[src/design/mcs_pkg.sv]
// Package: timing constants, fetch/access types for the machine cycle sequencer
package mcs_pkg;
  localparam int STATES_PER_CYCLE = 6;
  localparam int PHASES_PER_STATE = 2;
  localparam int OSC_PER_CYCLE    = 12;
  localparam logic [2:0] FETCH_STATE_A = 3'h1;
  localparam logic [2:0] FETCH_STATE_B = 3'h4;
  localparam logic [2:0] XDATA_START   = 3'h4;
  localparam logic [2:0] XDATA_END     = 3'h3;
  localparam logic [2:0] LAST_STATE    = 3'h6;
  localparam logic [1:0] RESET_CYCLES_LEFT = 2'h0;

  // Instruction length and duration as the decoder reports them
  typedef struct packed {
    logic [1:0] nbytes;     // 1..3
    logic [1:0] ncycles;    // 0 = one, 1 = two, 3 = four
    logic       is_xdata;
    logic       xdata_ext;  // Target mapped on the expanded bus
  } instr_info_t;

  typedef struct packed {
    logic [2:0] state;      // 1..6
    logic       phase2;
  } slot_t;
endpackage

[src/design/machine_cycle_sequencer.sv]
// Machine cycle sequencer: state timing, code fetch scheduling, data access window
`timescale 1ns/1ns
module machine_cycle_sequencer (
  // Clock and reset
  input  wire logic                 sys_clk,
  input  wire logic                 reset_n,
  // Oscillator pin
  input  wire logic                 osc_amp_input,
  // Code bus
  input  wire logic [7:0]           code_byte,
  // Decoder report for the opcode in the instruction register
  input  wire mcs_pkg::instr_info_t instr_info,
  // Timing outputs
  output mcs_pkg::slot_t            slot,
  output logic                      alu_phase,
  output logic                      move_phase,
  // Fetch control
  output logic                      code_read,
  output logic                      pc_advance,
  output logic                      addr_latch_strobe,
  output logic [7:0]                instr_reg,
  output logic [7:0]                operand_reg,
  output logic                      opcode_load,
  output logic                      operand_load,
  output logic                      instr_done,
  // Data memory access
  output logic                      xdata_active,
  output logic                      ext_bus_enable,
  output logic                      int_ram_enable
);
  logic osc_tick;
  logic cycle_end;

  osc_divider osc_divider_inst (
    .sys_clk       (sys_clk),
    .reset_n       (reset_n),
    .osc_amp_input (osc_amp_input),
    .osc_tick      (osc_tick)
  );

  slot_counter slot_counter_inst (
    .sys_clk   (sys_clk),
    .reset_n   (reset_n),
    .osc_tick  (osc_tick),
    .slot      (slot),
    .cycle_end (cycle_end)
  );

  typedef enum logic [2:0] {
    FIRST  = 3'b001,
    MIDDLE = 3'b010,
    LAST   = 3'b100
  } cyc_t;

  typedef struct packed {
    cyc_t        cyc;
    logic [1:0]  cycles_left;
    logic [1:0]  bytes_left;
    logic [7:0]  ir;
    logic [7:0]  opnd;
    logic        op_load;
    logic        opnd_load;
    logic        pc_adv;
    logic        done;
    logic        xdata;
    logic        ext;
    logic        rd;
    logic        ale;
  } seq_state_t;

  seq_state_t cur;
  seq_state_t next_cur;
  logic       at_fetch_a;
  logic       at_fetch_b;
  logic       slot_p1;

  always_comb begin
    slot_p1    = osc_tick & ~slot.phase2;
    at_fetch_a = slot_p1 & (slot.state == mcs_pkg::FETCH_STATE_A);
    at_fetch_b = slot_p1 & (slot.state == mcs_pkg::FETCH_STATE_B);
  end

  always_comb begin
    next_cur           = cur;
    next_cur.op_load   = 1'b0;
    next_cur.opnd_load = 1'b0;
    next_cur.pc_adv    = 1'b0;
    next_cur.done      = 1'b0;
    next_cur.rd        = 1'b0;
    next_cur.ale       = 1'b0;
    // Two code reads per cycle, suppressed in the second cycle of a data move
    if ((at_fetch_a || at_fetch_b) && !(cur.xdata && cur.cyc != FIRST)) begin
      next_cur.rd  = 1'b1;
      next_cur.ale = 1'b1;
    end
    // Opcode fetch at state one of a new instruction; latched in phase two
    if (osc_tick && slot.phase2 && slot.state == mcs_pkg::FETCH_STATE_A && cur.cyc == FIRST
        && cur.cycles_left == 2'h0 && cur.bytes_left == 2'h0) begin
      next_cur.ir      = code_byte;
      next_cur.op_load = 1'b1;
      next_cur.pc_adv  = 1'b1;
    end
    // Decoder answer arrives the cycle after the load
    if (cur.op_load) begin
      next_cur.bytes_left  = 2'(instr_info.nbytes - 2'h1);
      next_cur.cycles_left = instr_info.ncycles;
      next_cur.xdata       = instr_info.is_xdata;
      next_cur.ext         = instr_info.xdata_ext;
    end
    // State four byte: operand if one is owed, else discarded without PC advance
    if (at_fetch_b && cur.bytes_left != 2'h0 && !cur.xdata) begin
      next_cur.opnd       = code_byte;
      next_cur.opnd_load  = 1'b1;
      next_cur.pc_adv     = 1'b1;
      next_cur.bytes_left = 2'(cur.bytes_left - 2'h1);
    end
    // Later cycles' state one fetch takes a third byte if owed; otherwise it is a discarded next opcode
    if (at_fetch_a && cur.cyc != FIRST && cur.bytes_left != 2'h0 && !cur.xdata) begin
      next_cur.opnd       = code_byte;
      next_cur.opnd_load  = 1'b1;
      next_cur.pc_adv     = 1'b1;
      next_cur.bytes_left = 2'(cur.bytes_left - 2'h1);
    end
    if (cycle_end) begin
      if (cur.cycles_left == 2'h0) begin
        next_cur.done  = 1'b1;
        next_cur.cyc   = FIRST;
        next_cur.xdata = 1'b0;
        next_cur.bytes_left = 2'h0;
      end else begin
        next_cur.cycles_left = 2'(cur.cycles_left - 2'h1);
        next_cur.cyc = (cur.cycles_left == 2'h1) ? LAST : MIDDLE;
      end
    end
    // Data window closes after state three of the second cycle
    if (cur.xdata && cur.cyc != FIRST && osc_tick && slot.phase2 && slot.state == mcs_pkg::XDATA_END) begin
      next_cur.ext = 1'b0;
    end
  end

  always_ff @(posedge sys_clk or negedge reset_n) begin
    if (!reset_n) begin
      cur <= '{cyc: FIRST, cycles_left: mcs_pkg::RESET_CYCLES_LEFT, default: '0};
    end else begin
      cur <= next_cur;
    end
  end

  logic in_window;
  always_comb begin
    // State four onward of cycle one, through state three of cycle two
    in_window = cur.xdata && ((cur.cyc == FIRST && slot.state >= mcs_pkg::XDATA_START && !cur.op_load)
                || (cur.cyc != FIRST && slot.state <= mcs_pkg::XDATA_END));
  end

  assign alu_phase         = ~slot.phase2;
  assign move_phase        = slot.phase2;
  assign code_read         = cur.rd;
  assign addr_latch_strobe = cur.ale;
  assign pc_advance        = cur.pc_adv;
  assign instr_reg         = cur.ir;
  assign operand_reg       = cur.opnd;
  assign opcode_load       = cur.op_load;
  assign operand_load      = cur.opnd_load;
  assign instr_done        = cur.done;
  assign xdata_active      = in_window;
  assign ext_bus_enable    = in_window & cur.ext;
  assign int_ram_enable    = in_window & ~cur.ext;

  // Assertions
  phase_split_a: assert property (@(posedge sys_clk) disable iff (!reset_n)
    alu_phase != move_phase) else $error("phase one and two overlap");
  fetch_slot_a: assert property (@(posedge sys_clk) disable iff (!reset_n)
    code_read |-> $past(slot.state) == 3'h1 || $past(slot.state) == 3'h4) else $error("code read outside S1/S4");
  ale_pairs_a: assert property (@(posedge sys_clk) disable iff (!reset_n)
    addr_latch_strobe == code_read) else $error("latch strobe not paired with fetch");
  opcode_latch_a: assert property (@(posedge sys_clk) disable iff (!reset_n)
    opcode_load |-> $past(slot.state) == 3'h1 && $past(slot.phase2)) else $error("opcode not at S1P2");
  done_end_a: assert property (@(posedge sys_clk) disable iff (!reset_n)
    instr_done |-> slot.state == 3'h1 && !slot.phase2) else $error("completion not at STATE6_PHASE2 end");
  ports_alone_a: assert property (@(posedge sys_clk) disable iff (!reset_n)
    !(ext_bus_enable && int_ram_enable)) else $error("both data buses enabled");
  window_edges_a: assert property (@(posedge sys_clk) disable iff (!reset_n)
    xdata_active != $past(xdata_active) |-> slot.state == mcs_pkg::XDATA_START && !slot.phase2)
    else $error("data window edge not at state four");
  no_read_c2_a: assert property (@(posedge sys_clk) disable iff (!reset_n)
    cur.xdata && cur.cyc != FIRST |-> !code_read) else $error("code read in data move cycle two");
  operand_pc_a: assert property (@(posedge sys_clk) disable iff (!reset_n)
    operand_load |-> pc_advance) else $error("operand without PC advance");
endmodule // machine_cycle_sequencer

[src/design/osc_divider.sv]
// Rising-edge detector turning the oscillator input into one tick per period
`timescale 1ns/1ns
module osc_divider (
  // Clock and reset
  input  wire logic sys_clk,
  input  wire logic reset_n,
  // Oscillator input, asynchronous
  input  wire logic osc_amp_input,
  // One pulse per oscillator period
  output logic      osc_tick
);
  typedef struct packed {
    logic s1;
    logic s2;
    logic prev;
    logic tick;
  } div_state_t;

  div_state_t cur;
  div_state_t next_cur;

  always_comb begin
    next_cur      = cur;
    next_cur.s1   = osc_amp_input;
    next_cur.s2   = cur.s1;
    next_cur.prev = cur.s2;
    // Rising edges only, so duty cycle does not matter
    next_cur.tick = cur.s2 & ~cur.prev;
  end

  always_ff @(posedge sys_clk or negedge reset_n) begin
    if (!reset_n) begin
      // History starts high so a pin already high at release gives no false edge
      cur <= '{s1: 1'b1, s2: 1'b1, prev: 1'b1, tick: 1'b0};
    end else begin
      cur <= next_cur;
    end
  end

  assign osc_tick = cur.tick;

  tick_one_cycle_a: assert property (@(posedge sys_clk) disable iff (!reset_n)
    osc_tick |=> !osc_tick) else $error("oscillator tick longer than one cycle");
endmodule // osc_divider

[src/design/slot_counter.sv]
// Steps through the twelve state/phase slots of a machine cycle
`timescale 1ns/1ns
module slot_counter (
  // Clock and reset
  input  wire logic          sys_clk,
  input  wire logic          reset_n,
  // Advance strobe
  input  wire logic          osc_tick,
  // Current slot
  output mcs_pkg::slot_t     slot,
  output logic               cycle_end
);
  mcs_pkg::slot_t next_slot;

  always_comb begin
    next_slot = slot;
    if (osc_tick) begin
      if (!slot.phase2) begin
        next_slot.phase2 = 1'b1;
      end else begin
        next_slot.phase2 = 1'b0;
        next_slot.state  = (slot.state == mcs_pkg::LAST_STATE) ? 3'h1 : 3'(slot.state + 3'h1);
      end
    end
  end

  always_ff @(posedge sys_clk or negedge reset_n) begin
    if (!reset_n) begin
      slot <= '{state: 3'h1, phase2: 1'b0};
    end else begin
      slot <= next_slot;
    end
  end

  assign cycle_end = osc_tick & slot.phase2 & (slot.state == mcs_pkg::LAST_STATE);

  state_range_a: assert property (@(posedge sys_clk) disable iff (!reset_n)
    slot.state >= 3'h1 && slot.state <= 3'h6) else $error("state out of range");
  phase_order_a: assert property (@(posedge sys_clk) disable iff (!reset_n)
    osc_tick && slot.phase2 && slot.state != 3'h6 |=> slot.state == $past(slot.state) + 3'h1 && !slot.phase2)
    else $error("state did not advance after phase two");
  wrap_a: assert property (@(posedge sys_clk) disable iff (!reset_n)
    cycle_end |=> slot.state == 3'h1 && !slot.phase2) else $error("no wrap to state one");
endmodule // slot_counter

[config.mk]
export PLATFORM = sky130hd
export DESIGN_NAME = machine_cycle_sequencer
export DESIGN_NICKNAME = d
export VERILOG_FILES = /design/src/design/mcs_pkg.sv /design/src/design/machine_cycle_sequencer.sv /design/src/design/osc_divider.sv /design/src/design/slot_counter.sv
export SDC_FILE = /design/constraint.sdc
export NUM_CORES = 1
export LEC_CHECK = 0
export ABC_AREA = 1
export BUFFER_PORTS_ARGS = -buffer_cell sky130_fd_sc_hd__buf_2
export CAP_MARGIN = 20
export CORE_ASPECT_RATIO = 0.7
export CORE_MARGIN = 1.5
export CORE_UTILIZATION = 45
export CTS_CLUSTER_SIZE = 14
export DETAILED_ROUTE_END_ITERATION = 8
export PLACE_DENSITY = 0.74
export SLEW_MARGIN = 10
export SYNTH_ARGS = -nofsm -noshare
export SYNTH_HDL_FRONTEND = slang
export SYNTH_HIERARCHICAL = 1
export SYNTH_SLANG_ARGS = --single-unit
[constraint.sdc]
create_clock -name sys_clk -period 1.9 [get_ports sys_clk]
set_input_delay 0.285 -clock sys_clk [delete_from_list [all_inputs] [get_ports sys_clk]]
set_output_delay 0.285 -clock sys_clk [all_outputs]
set_load 0.1 [all_outputs]
==> results.md, run 1 <==
- Outcome: complete, no violations
- Area Overhead vs Synth: 19.1%
- GRT Total Usage: 0.169
- Slew Limit Headroom: 0.540
- Placed cells: 288
- Die Height: 56.8 um
- Simple-Gate Fraction of Synth Area: 0.203
- Measured slew at the worst slew-check pin: between 0.6 and 0.7 ns
- GP Congestion: approximately 0.84
- Vias per std cell: 4.64
- Clk_skew: 0.00676 ns
- Pwr Density: 1660 nW/um^2
- Die Span X: 79.8 um
- Adder-Cell Fraction of Synth Area: 0.00673
- Mapped Cells: 207
- Antenna diodes: 0
- Syn avg cell area: approximately 9 um^2
- Share of cells above drive strength 1: 0.416
- Netlist cell types: 23
- Port Buffers: between 40 and 50
- Hpwl dp: 2440 um
- Mapped cell area: 1860 um^2
- Die ar.: 4530 um^2
- Tcrit/Tclk final: 0.963
- Vias in the first global route: 1215
- Residual DRC count: 0
- Fin nets: 262
- Grt total ovfl: 0
- CP required: around 1.6 ns
- Top Ports: 48
- Initial Util: 0.471
- Core Util, Final: 0.561
- Area after DPL: 2090 um^2
- Final Setup Violations: 0
- First DRT Iteration DRCs: ~100
- Sequential-to-total area share from yosys stat: 0.515
- Routed length per placed instance: between 10 and 15 um
- Hold WS: roughly 0.022 ns
- Peak Freq: 547 MHz
- RSZ-0062 raised after global routing: false
- Final Worst Setup Slack: 0.0704 ns
- Flops & latches, synth: 38
- Commonest cells after routing, fill and taps aside: buf_2 (44), nand2_1 (43), dfrtp_1 (29), inv_1 (28), nor2_1 (21)
- Mapped Nets: 225
- Largest family of logic cells by synthesized area: simple AND/OR/NAND/NOR gates
- Max-cap violation count: 0
- H-tree depth: 2
- Leakage: about 1.2 nW
- Xor and xnor area share after synthesis: 0.00943
- CP Data Arrival Time: 1.54 ns
- Post-synthesis compound-gate area fraction: 0.116
- First drt pass iteration count: 4
- Clock latency on the worst-skew pair: 0.29 ns
- Commonest non-fill, non-tap cell in the layout: buf_2
- Peak supply drop: 1.22 mV
- Drt total wl: 3400 um
- Synth warn: 6
- Crit start category: flop
- Post-Place Worst Slack: 0.263 ns
- Fin. Hold Viols: 0
- CP Capture Type: output port
- Vias: 1378
- Worst Hold Class: in2async
- Final ANT Viol Nets: 0
- CTS tree: done
- Final Max Tran Viols: 0
- Finished Layout Cells: 297
- Max reg flops: 9
- Largest net degree at the start of global routing: 33
- # hold bufs at CTS: 0
- FP Rows: 19
- Core area: 3950 um^2
- Clk sinks: 38
- Fill cells: 369
- Max clock buf depth: 2
- Fin crit period: roughly 1.8 ns
- Worst-path clk slew: 0.08 ns
- Crit path max fanout: 5
- Root Buffer: clkbuf_8
- CTS buffer count: 5
- Fin area: 2210 um^2
- First-pass GRT wire length: 5580 um
- Crit Path Category: reg2out
- Initial antenna violation count: 0
- Multiplexer area fraction after synthesis: 0
## final timing paths
| path | start | to | slack [ns] | cells after the start |
|---|---|---|---|---|
| min in group sys_clk | osc_amp_input | osc_divider_inst/cur[3] | 0.09 | 1 |
| max in group asynchronous | reset_n | instr_reg[1] | 1.30 | 2 |
| min reg2reg | osc_divider_inst/cur[3] | osc_divider_inst/cur[2] | 0.36 | 0 |
| max reg2reg | slot_counter_inst/slot[3] | instr_reg[5] | 0.20 | 6 |
| max | cur[28] | int_ram_enable | 0.07 | 5 |
| min | reset_n | slot_counter_inst/slot[3] | 0.02 | 1 |
## logic make-up (layout without fill, tap and decap cells)
kind of cell             after synthesis  in the layout
AND/OR/NAND/NOR                       84             84
buffers and inverters                 52             90
XOR/XNOR                               2              2
AO/OA/AOI/OAI                         30             30
flip-flops                            38             38
adder cells (fa/ha/maj)                1              1
## metrics by stage
stage               TNS, ns  power [mW]
floorplan           -0.0412        2.96
global placement          0        3.08
detailed placement        0        3.10
CTS                       0        3.68
global route              0        3.87
finish                    0        3.67
## per-layer routing
| metal | wire (um) | up-vias | part of all wire | track usage |
|---|---|---|---|---|
| met3 | 183 | 7 | 0.054 | 0.0504 |
| met2 | 1540 | 36 | 0.45 | 0.247 |
| met1 | 1610 | 641 | 0.47 | 0.225 |
| met4 | 77 | 0 | 0.023 | 0.0887 |
| li1 | - | 694 | - | - |
| met5 | 0 | - | 0 | 0 |
## repair_timing
action                                  CTS  global route
setup buffers                             0             1
pin swaps                                 1             1
endpoints found under the setup margin    3             3
resized for setup                         2             4
## layout make-up
| cell class | instances | area [um^2] | share of cell area |
|---|---|---|---|
| inverters | 32 | 129 | 0.0582 |
| flip-flops and latches | 38 | 965 | 0.436 |
| well taps | 52 | 65.1 | 0.0294 |
| clock buffers | 6 | 82.6 | 0.0373 |
| multi-input cells | 117 | 657 | 0.297 |
| repair buffers | 50 | 303 | 0.137 |
| clock inverters | 2 | 12.5 | 0.00565 |
## synthesized netlist by cell type
master / number / share of area
nand3_2: 1 / 0.0054
nand3_1: 7 / 0.019
dfrtp_1: 33 / 0.44
o21ai_2: 16 / 0.075
nand2_2: 2 / 0.0067
o21ai_0: 8 / 0.022
nor2_1: 23 / 0.046
inv_1: 30 / 0.061
a41oi_1: 1 / 0.0047
a21oi_1: 4 / 0.011
nor2_2: 3 / 0.010
o22ai_1: 1 / 0.0034
nor2_4: 1 / 0.0061
buf_4: 18 / 0.073
inv_2: 2 / 0.0040
nand2_4: 1 / 0.0061
dfstp_2: 5 / 0.071
nand3_4: 1 / 0.0094
nor3_2: 1 / 0.0054
xor2_1: 2 / 0.0094
nand2_1: 44 / 0.089
buf_6: 2 / 0.012
ha_1: 1 / 0.0067
## report_power, final
part | switching [mW] | internal [mW] | total [mW]
sequential | 0.188 | 1.02 | 1.21
combinational | 1.57 | 0.318 | 1.88
clock | 0.287 | 0.291 | 0.578
## critical path, cell delays in order (launching register included)
cell     delay (ns)
dfstp_2        0.56
nand3_4        0.12
nand2_2        0.11
nand3_4        0.13
nor2_4         0.16
buf_12         0.18
Power figures use the tool's default switching activity.
==> run 2: changes to the inputs <==
- CORE_UTILIZATION: 45 -> 52
- PLACE_DENSITY: 0.74 -> 0.83
==> results.md, run 2 (synthesis gave the netlist of run 1 again) <==
- RSZ-0062 raised after global routing: false
- Pwr Density: 1660 nW/um^2 (about the same)
- Worst Hold Class: in2reg
- Peak Freq: 549 MHz (+0.45%)
- Top Ports: 48 (unchanged)
- Max clock buf depth: 2 (unchanged)
- Die ar.: 3950 um^2 (-13%)
- Critical path depth: 5 (unchanged)
- Core area: 3280 um^2 (-17%)
- Worst R2R End: instr_reg[0]
- Vias per std cell: 4.59 (-1.0%)
- GRT Total Usage: 0.187 (+0.0185)
- WHS Endpoint: osc_divider_inst/cur[3]
- Clk sinks: 38 (unchanged)
- Clock latency on the worst-skew pair: 0.29 ns (about the same)
- Fill cells: 288 (-22%)
- CP Data Arrival Time: 1.54 ns (about the same)
- Fin crit period: 1.82 ns (-0.00816 ns)
- Crit path largest cell delay: 0.55 ns (about the same)
- Residual DRC count: 0 (unchanged)
- Area Overhead vs Synth: 18.6%
- Vias in the first global route: 1189 (-2.1%)
- Setup Buffers After CTS: 0 (unchanged)
- Die Span X: 74.4 um (-6.7%)
- GP Congestion: 0.814 (-3.0%)
- Tcrit/Tclk final: 0.959 (-0.00429)
- Clk_skew: 0.00331 ns (-0.00345 ns)
- Final Worst Setup Slack: 0.0785 ns (+0.00816 ns)
- Crit path max fanout: 5 (unchanged)
- Hpwl dp: 2420 um (-0.72%)
- Final Max Tran Viols: 0 (unchanged)
- Fin nets: 262 (unchanged)
- Post-Place Worst Slack: 0.301 ns (+0.0379 ns)
- First drt pass iteration count: 4 (unchanged)
- Max-cap violation count: 0 (unchanged)
- Multi-input gate area: 654 um^2 (-0.38%)
- Worst-path clk slew: 0.07 ns (about the same)
- Psw: 2.03 mW (-0.78%)
- CP Capture Type: output port
- Fin. Hold Viols: 0 (unchanged)
- Leakage: 1.15 nW (about the same)
- Reg power frac: 0.331 (about the same)
- Crit Path Category: reg2out
- Vias: 1341 (-2.7%)
- Placed cells: 283 (-1.7%)
- Grt total ovfl: 0 (unchanged)
- First-pass GRT wire length: 5350 um (-4.2%)
- Slowest-stage cell, CP: dfstp_2
- CP Cell Sequence: nand3_4 -> nand2_1 -> nand3_4 -> nor2_4 -> buf_12
- Antenna diodes: 0 (unchanged)
- CTS buffer count: 5 (unchanged)
- Comb pwr share: 0.514 (about the same)
- Worst path bufs/invs: 1 (unchanged)
- Final Setup Violations: 0 (unchanged)
- CP required: 1.62 ns (about the same)
- Die Height: 53.0 um (-6.6%)
- Commonest cells after routing, fill and taps aside: nand2_1 (44), buf_2 (44), dfrtp_1 (29), inv_1 (28), nor2_1 (21)
- Slew Limit Headroom: 0.675 (+0.134)
- Finished Layout Cells: 292 (-1.7%)
- Final ANT Viol Nets: 0 (unchanged)
- Sequential cell area: 965 um^2 (unchanged)
- Worst R2R Path Depth: 6 (unchanged)
- Hold Startpoint: osc_amp_input
- Setup slack, reg-to-reg: 0.27 ns (+0.07 ns)
- First DRT Iteration DRCs: 108 (+6.9%)
- Worst path top cell family by delay: flip-flops
- Max reg flops: 9 (unchanged)
- Crit Reg-Reg Startpoint: slot_counter_inst/slot[3]
- Port Buffers: 47 (unchanged)
- Peak supply drop: 0.949 mV (-22%)
- Outcome: complete, no violations
- Share of cells above drive strength 1: 0.404 (-0.0122)
- CTS tree: done
- Cell mode on critical path: nand3_4
- Sum Neg Setup Slack: 0 ns (unchanged)
- H-tree depth: 2 (unchanged)
- Sw Share: 0.554 (-0.00150)
- Largest net degree at the start of global routing: 22 (-33%)
- Root Buffer: clkbuf_8
- Routed length per placed instance: 11.0 um (-4.1%)
- FP Rows: 17 (-2)
- Clock power frac: 0.155 (-0.002)
- Crit start category: flop
- Initial Util: 0.567 (+0.0964)
- Measured slew at the worst slew-check pin: 0.491 ns (-0.198 ns)
- Internal power: 1.63 mW (-0.18%)
- Drt total wl: 3210 um (-5.7%)
- Hold Path Depth: 1
- Initial antenna violation count: 0 (unchanged)
[run 2: cell count changes in the layout (fill, tap and decap cells not counted)]
cell,delta
nand2_1,+1
buf_4,-1
nand2_2,-1
clkbuf_1,+1
clkinvlp_4,-1
dlygate4sd3_1,+1
[run 2: through the flow]
stage,power (mW),hold WS [ns],utilization,cell area (um^2)
after CTS,3.67,0.0805,0.668,2190
after detailed placement,3.10,0.273,0.638,2090
after global placement,3.07,0.261,0.638,2090
after floorplan,2.96,-0.0106,-,1890
final,3.66,0.0903,0.673,2200
after global routing,3.84,0.0744,0.673,2200
[run 2: power groups by stage]
stage	clock, mW	combinational, mW	sequential [mW]
finish	0.567	1.88	1.21
global route	0.610	1.99	1.24
CTS	0.580	1.88	1.21
detailed placement	0	1.87	1.22
global placement	0	1.85	1.21
floorplan	0	1.41	1.55
[run 2: metal layers]
layer | wire [um] | vias up | global-route usage
li1 | - | 695 | -
met1 | 1580 | 603 | 0.254
met2 | 1370 | 35 | 0.266
met3 | 200 | 8 | 0.0648
met4 | 58 | 0 | 0.0909
met5 | 0 | - | 0
[run 2: how the worst max path moves through the flow]
stage | slack, ns | startpoint | endpoint
final | 0.08 | cur[28] | int_ram_enable
after global routing | 0.009 | cur[28] | int_ram_enable
after CTS | 0.0009 | cur[28] | xdata_active
after detailed placement | 0.30 | cur[28] | xdata_active
after global placement | 0.30 | cur[28] | xdata_active
after floorplan | -0.03 | slot_counter_inst/slot[3] | int_ram_enable
[run 2: final cells by class]
cell class,instances,share of cell area
Sequential cell,38,0.438
Multi-Input combinational cell,117,0.297
Timing Repair Buffer,50,0.139
Inverter,32,0.0585
Clock buffer,7,0.0392
Tap cell,47,0.0267
Clock inverter,1,0.00227
[run 2: timing repair]
item / in CTS / in global routing
gates resized for setup: 1 / 4
cloned: 0 / 0
pin swaps: 1 / 1
hold buffers: 1 / 0
setup endpoints to repair: 1 / 3
hold endpoints to repair: 16 / 0
==> run 3: changes to the inputs <==
- CORE_MARGIN: 1.5 -> not set
- CORE_UTILIZATION: 52 -> 56
- PLACE_DENSITY: 0.83 -> 0.88
- clock period: 1.9 -> 2.1 ns (I/O delays scaled with it)
==> results.md, run 3 (synthesis gave the netlist of run 1 again) <==
- Outcome: complete, no violations
- Top Ports: 48 (unchanged)
- Cell mode on critical path: buf_12
- Comb pwr share: 0.515 (about the same)
- Core Util, Final: 0.696 (+0.0233)
- CP Capture Type: output port
- Pwr Density: 1510 nW/um^2 (-9.1%)
- Die Height: 50.2 um (-5.3%)
- Peak Freq: between 500 and 600 MHz
- Port Buffers: 47 (unchanged)
- Vias: 1428 (+6.5%)
- Area after DPL: 2060 um^2 (-1.4%)
- Vias per std cell: 5.01 (+9.1%)
- H-tree depth: 2 (unchanged)
- Crit path max fanout: 5 (unchanged)
- Psw: 1.84 mW (-9.3%)
- Clk_skew: 0.00766 ns (+0.00435 ns)
- Clk sinks: 38 (unchanged)
- Worst Hold Class: in2reg
- CP Cell Sequence: nand3_4 -> nand2_1 -> nand3_2 -> buf_12 -> nor2_4 -> buf_12
- Slowest-stage cell, CP: dfstp_2
- Sequential cell area: 961 um^2 (-0.39%)
- Peak supply drop: 0.888 mV (-6.4%)
- Tcrit/Tclk final: 0.945
- Crit Path Category: reg2out
- Routed length per placed instance: 12.2 um (+11%)
- Reg power frac: 0.330 (about the same)
- First-pass GRT wire length: 5640 um (+5.6%)
- Crit path largest cell delay: 0.56 ns (about the same)
- First drt pass iteration count: 6 (+2)
- Max clock buf depth: 2 (unchanged)
- Fin nets: 264 (+0.76%)
- Placed cells: 275 (-2.8%)
- Core area: 3150 um^2 (-3.9%)
- Worst path top cell family by delay: flip-flops
- Max-cap violation count: 0 (unchanged)
- Crit start category: flop
- Pwr Total: 3.30 mW (-9.6%)
- Worst-path clk slew: 0.08 ns (about the same)
- Final ANT Viol Nets: 0 (unchanged)
- Initial Util: 0.590 (+0.0230)
- Leakage: 1.17 nW (+1.3%)
- CP required: 1.78 ns (+0.16 ns)
- Die ar.: 3560 um^2 (-9.9%)
- Final Max Tran Viols: 0 (unchanged)
- Largest net degree at the start of global routing: 21 (-4.5%)
- Fin crit period: between 1.5 and 2 ns
- Slew Limit Headroom: 0.669 (-0.00526)
- Internal power: 1.47 mW (-10%)
- Die Span X: 70.8 um (-4.8%)
- Residual DRC count: 0 (unchanged)
- Root Buffer: clkbuf_8
- Hold WS: 0.125 ns (+0.0348 ns)
- Worst path bufs/invs: 2 (+1)
- Measured slew at the worst slew-check pin: 0.499 ns (+0.00795 ns)
- CP Data Arrival Time: 1.67 ns (+0.13 ns)
- GRT Total Usage: 0.213 (+0.0258)
- Fill cells: 244 (-15%)
- First DRT Iteration DRCs: 126 (+17%)
- GP Congestion: 0.789 (-3.1%)
- Sw Share: 0.556 (+0.00216)
- RSZ-0062 raised after global routing: false
- Drt total wl: 3470 um (+8.3%)
- Final Setup Violations: 0 (unchanged)
- Sum Neg Setup Slack: 0 ns (unchanged)
- Vias in the first global route: 1288 (+8.3%)
- Final Worst Setup Slack: 0.117 ns (+0.0380 ns)
- Clock power frac: 0.155 (about the same)
- Area Overhead vs Synth: 17.9%
- Max reg flops: 9 (unchanged)
- Antenna diodes: 0 (unchanged)
- Initial antenna violation count: 0 (unchanged)
- Commonest cells after routing, fill and taps aside: nand2_1 (44), buf_2 (44), dfrtp_1 (30), inv_1 (29), nor2_1 (21)
- Post-Place Worst Slack: 0.237 ns (-0.0639 ns)
- Share of cells above drive strength 1: 0.401 (-0.00327)
- Multi-input gate area: 643 um^2 (-1.7%)
- Fin. Hold Viols: 0 (unchanged)
- CTS buffer count: 5 (unchanged)
- Fin area: 2190 um^2 (-0.57%)
- Clock latency on the worst-skew pair: 0.29 ns (about the same)
- CTS tree: done
- Finished Layout Cells: 285 (-2.4%)
- Grt total ovfl: 0 (unchanged)
- FP Rows: 17 (unchanged)
- Hpwl dp: 2620 um (+8.1%)
[run 3: what timing repair did]
item | 4_1_cts | 5_1_grt
pin swaps | 0 | 1
gates resized for setup | 1 | 3
endpoints found under the setup margin | 1 | 1
endpoints found under the hold margin | 16 | 0
hold buffers | 1 | 0
setup buffers | 0 | 1
[run 3: area by class of cell]
cell class                      count  area share
Sequential cell                    38       0.439
Multi-Input combinational cell    117       0.294
Timing Repair Buffer               52       0.146
Inverter                           32      0.0565
Clock buffer                        6      0.0377
Tap cell                           38      0.0217
Clock inverter                      2     0.00571
[run 3: worst paths after layout]
| kind | start | end | slack (ns) | cells past startpoint |
|---|---|---|---|---|
| hold / removal | osc_amp_input | osc_divider_inst/cur[3] | 0.13 | 1 |
| setup reg to reg | slot_counter_inst/slot[1] | instr_reg[2] | 0.38 | 5 |
| hold reg to reg | osc_divider_inst/cur[3] | osc_divider_inst/cur[2] | 0.36 | 0 |
| setup / recovery | cur[28] | int_ram_enable | 0.12 | 6 |
| min in group asynchronous | reset_n | slot_counter_inst/slot[2] | 0.50 | 2 |
| max in group asynchronous | reset_n | osc_divider_inst/cur[2] | 1.00 | 3 |
[run 3: routing by layer]
metal	routed length [um]	up-vias	part of all wire	global-route usage
met4	74	0	0.021	0.0900
met5	0	-	0	0
met2	1670	51	0.48	0.361
met1	1520	668	0.44	0.267
met3	209	9	0.060	0.0482
li1	-	700	-	-
[run 3: worst reg2reg max path: stages (launching register included)]
cell and delay (ns):
dfstp_2 0.60, nand2_1 0.10, nor2_1 0.18, nand3_2 0.39
nand2_1 0.25, o21ai_2 0.08
[run 3: power groups by stage]
| stage | registers, mW | clock network, mW | logic (mW) |
|---|---|---|---|
| after floorplan | 1.39 | 0 | 1.27 |
| after CTS | 1.09 | 0.525 | 1.71 |
| after detailed placement | 1.10 | 0 | 1.70 |
| after global placement | 1.09 | 0 | 1.67 |
| after global routing | 1.12 | 0.558 | 1.79 |
| final | 1.09 | 0.513 | 1.70 |
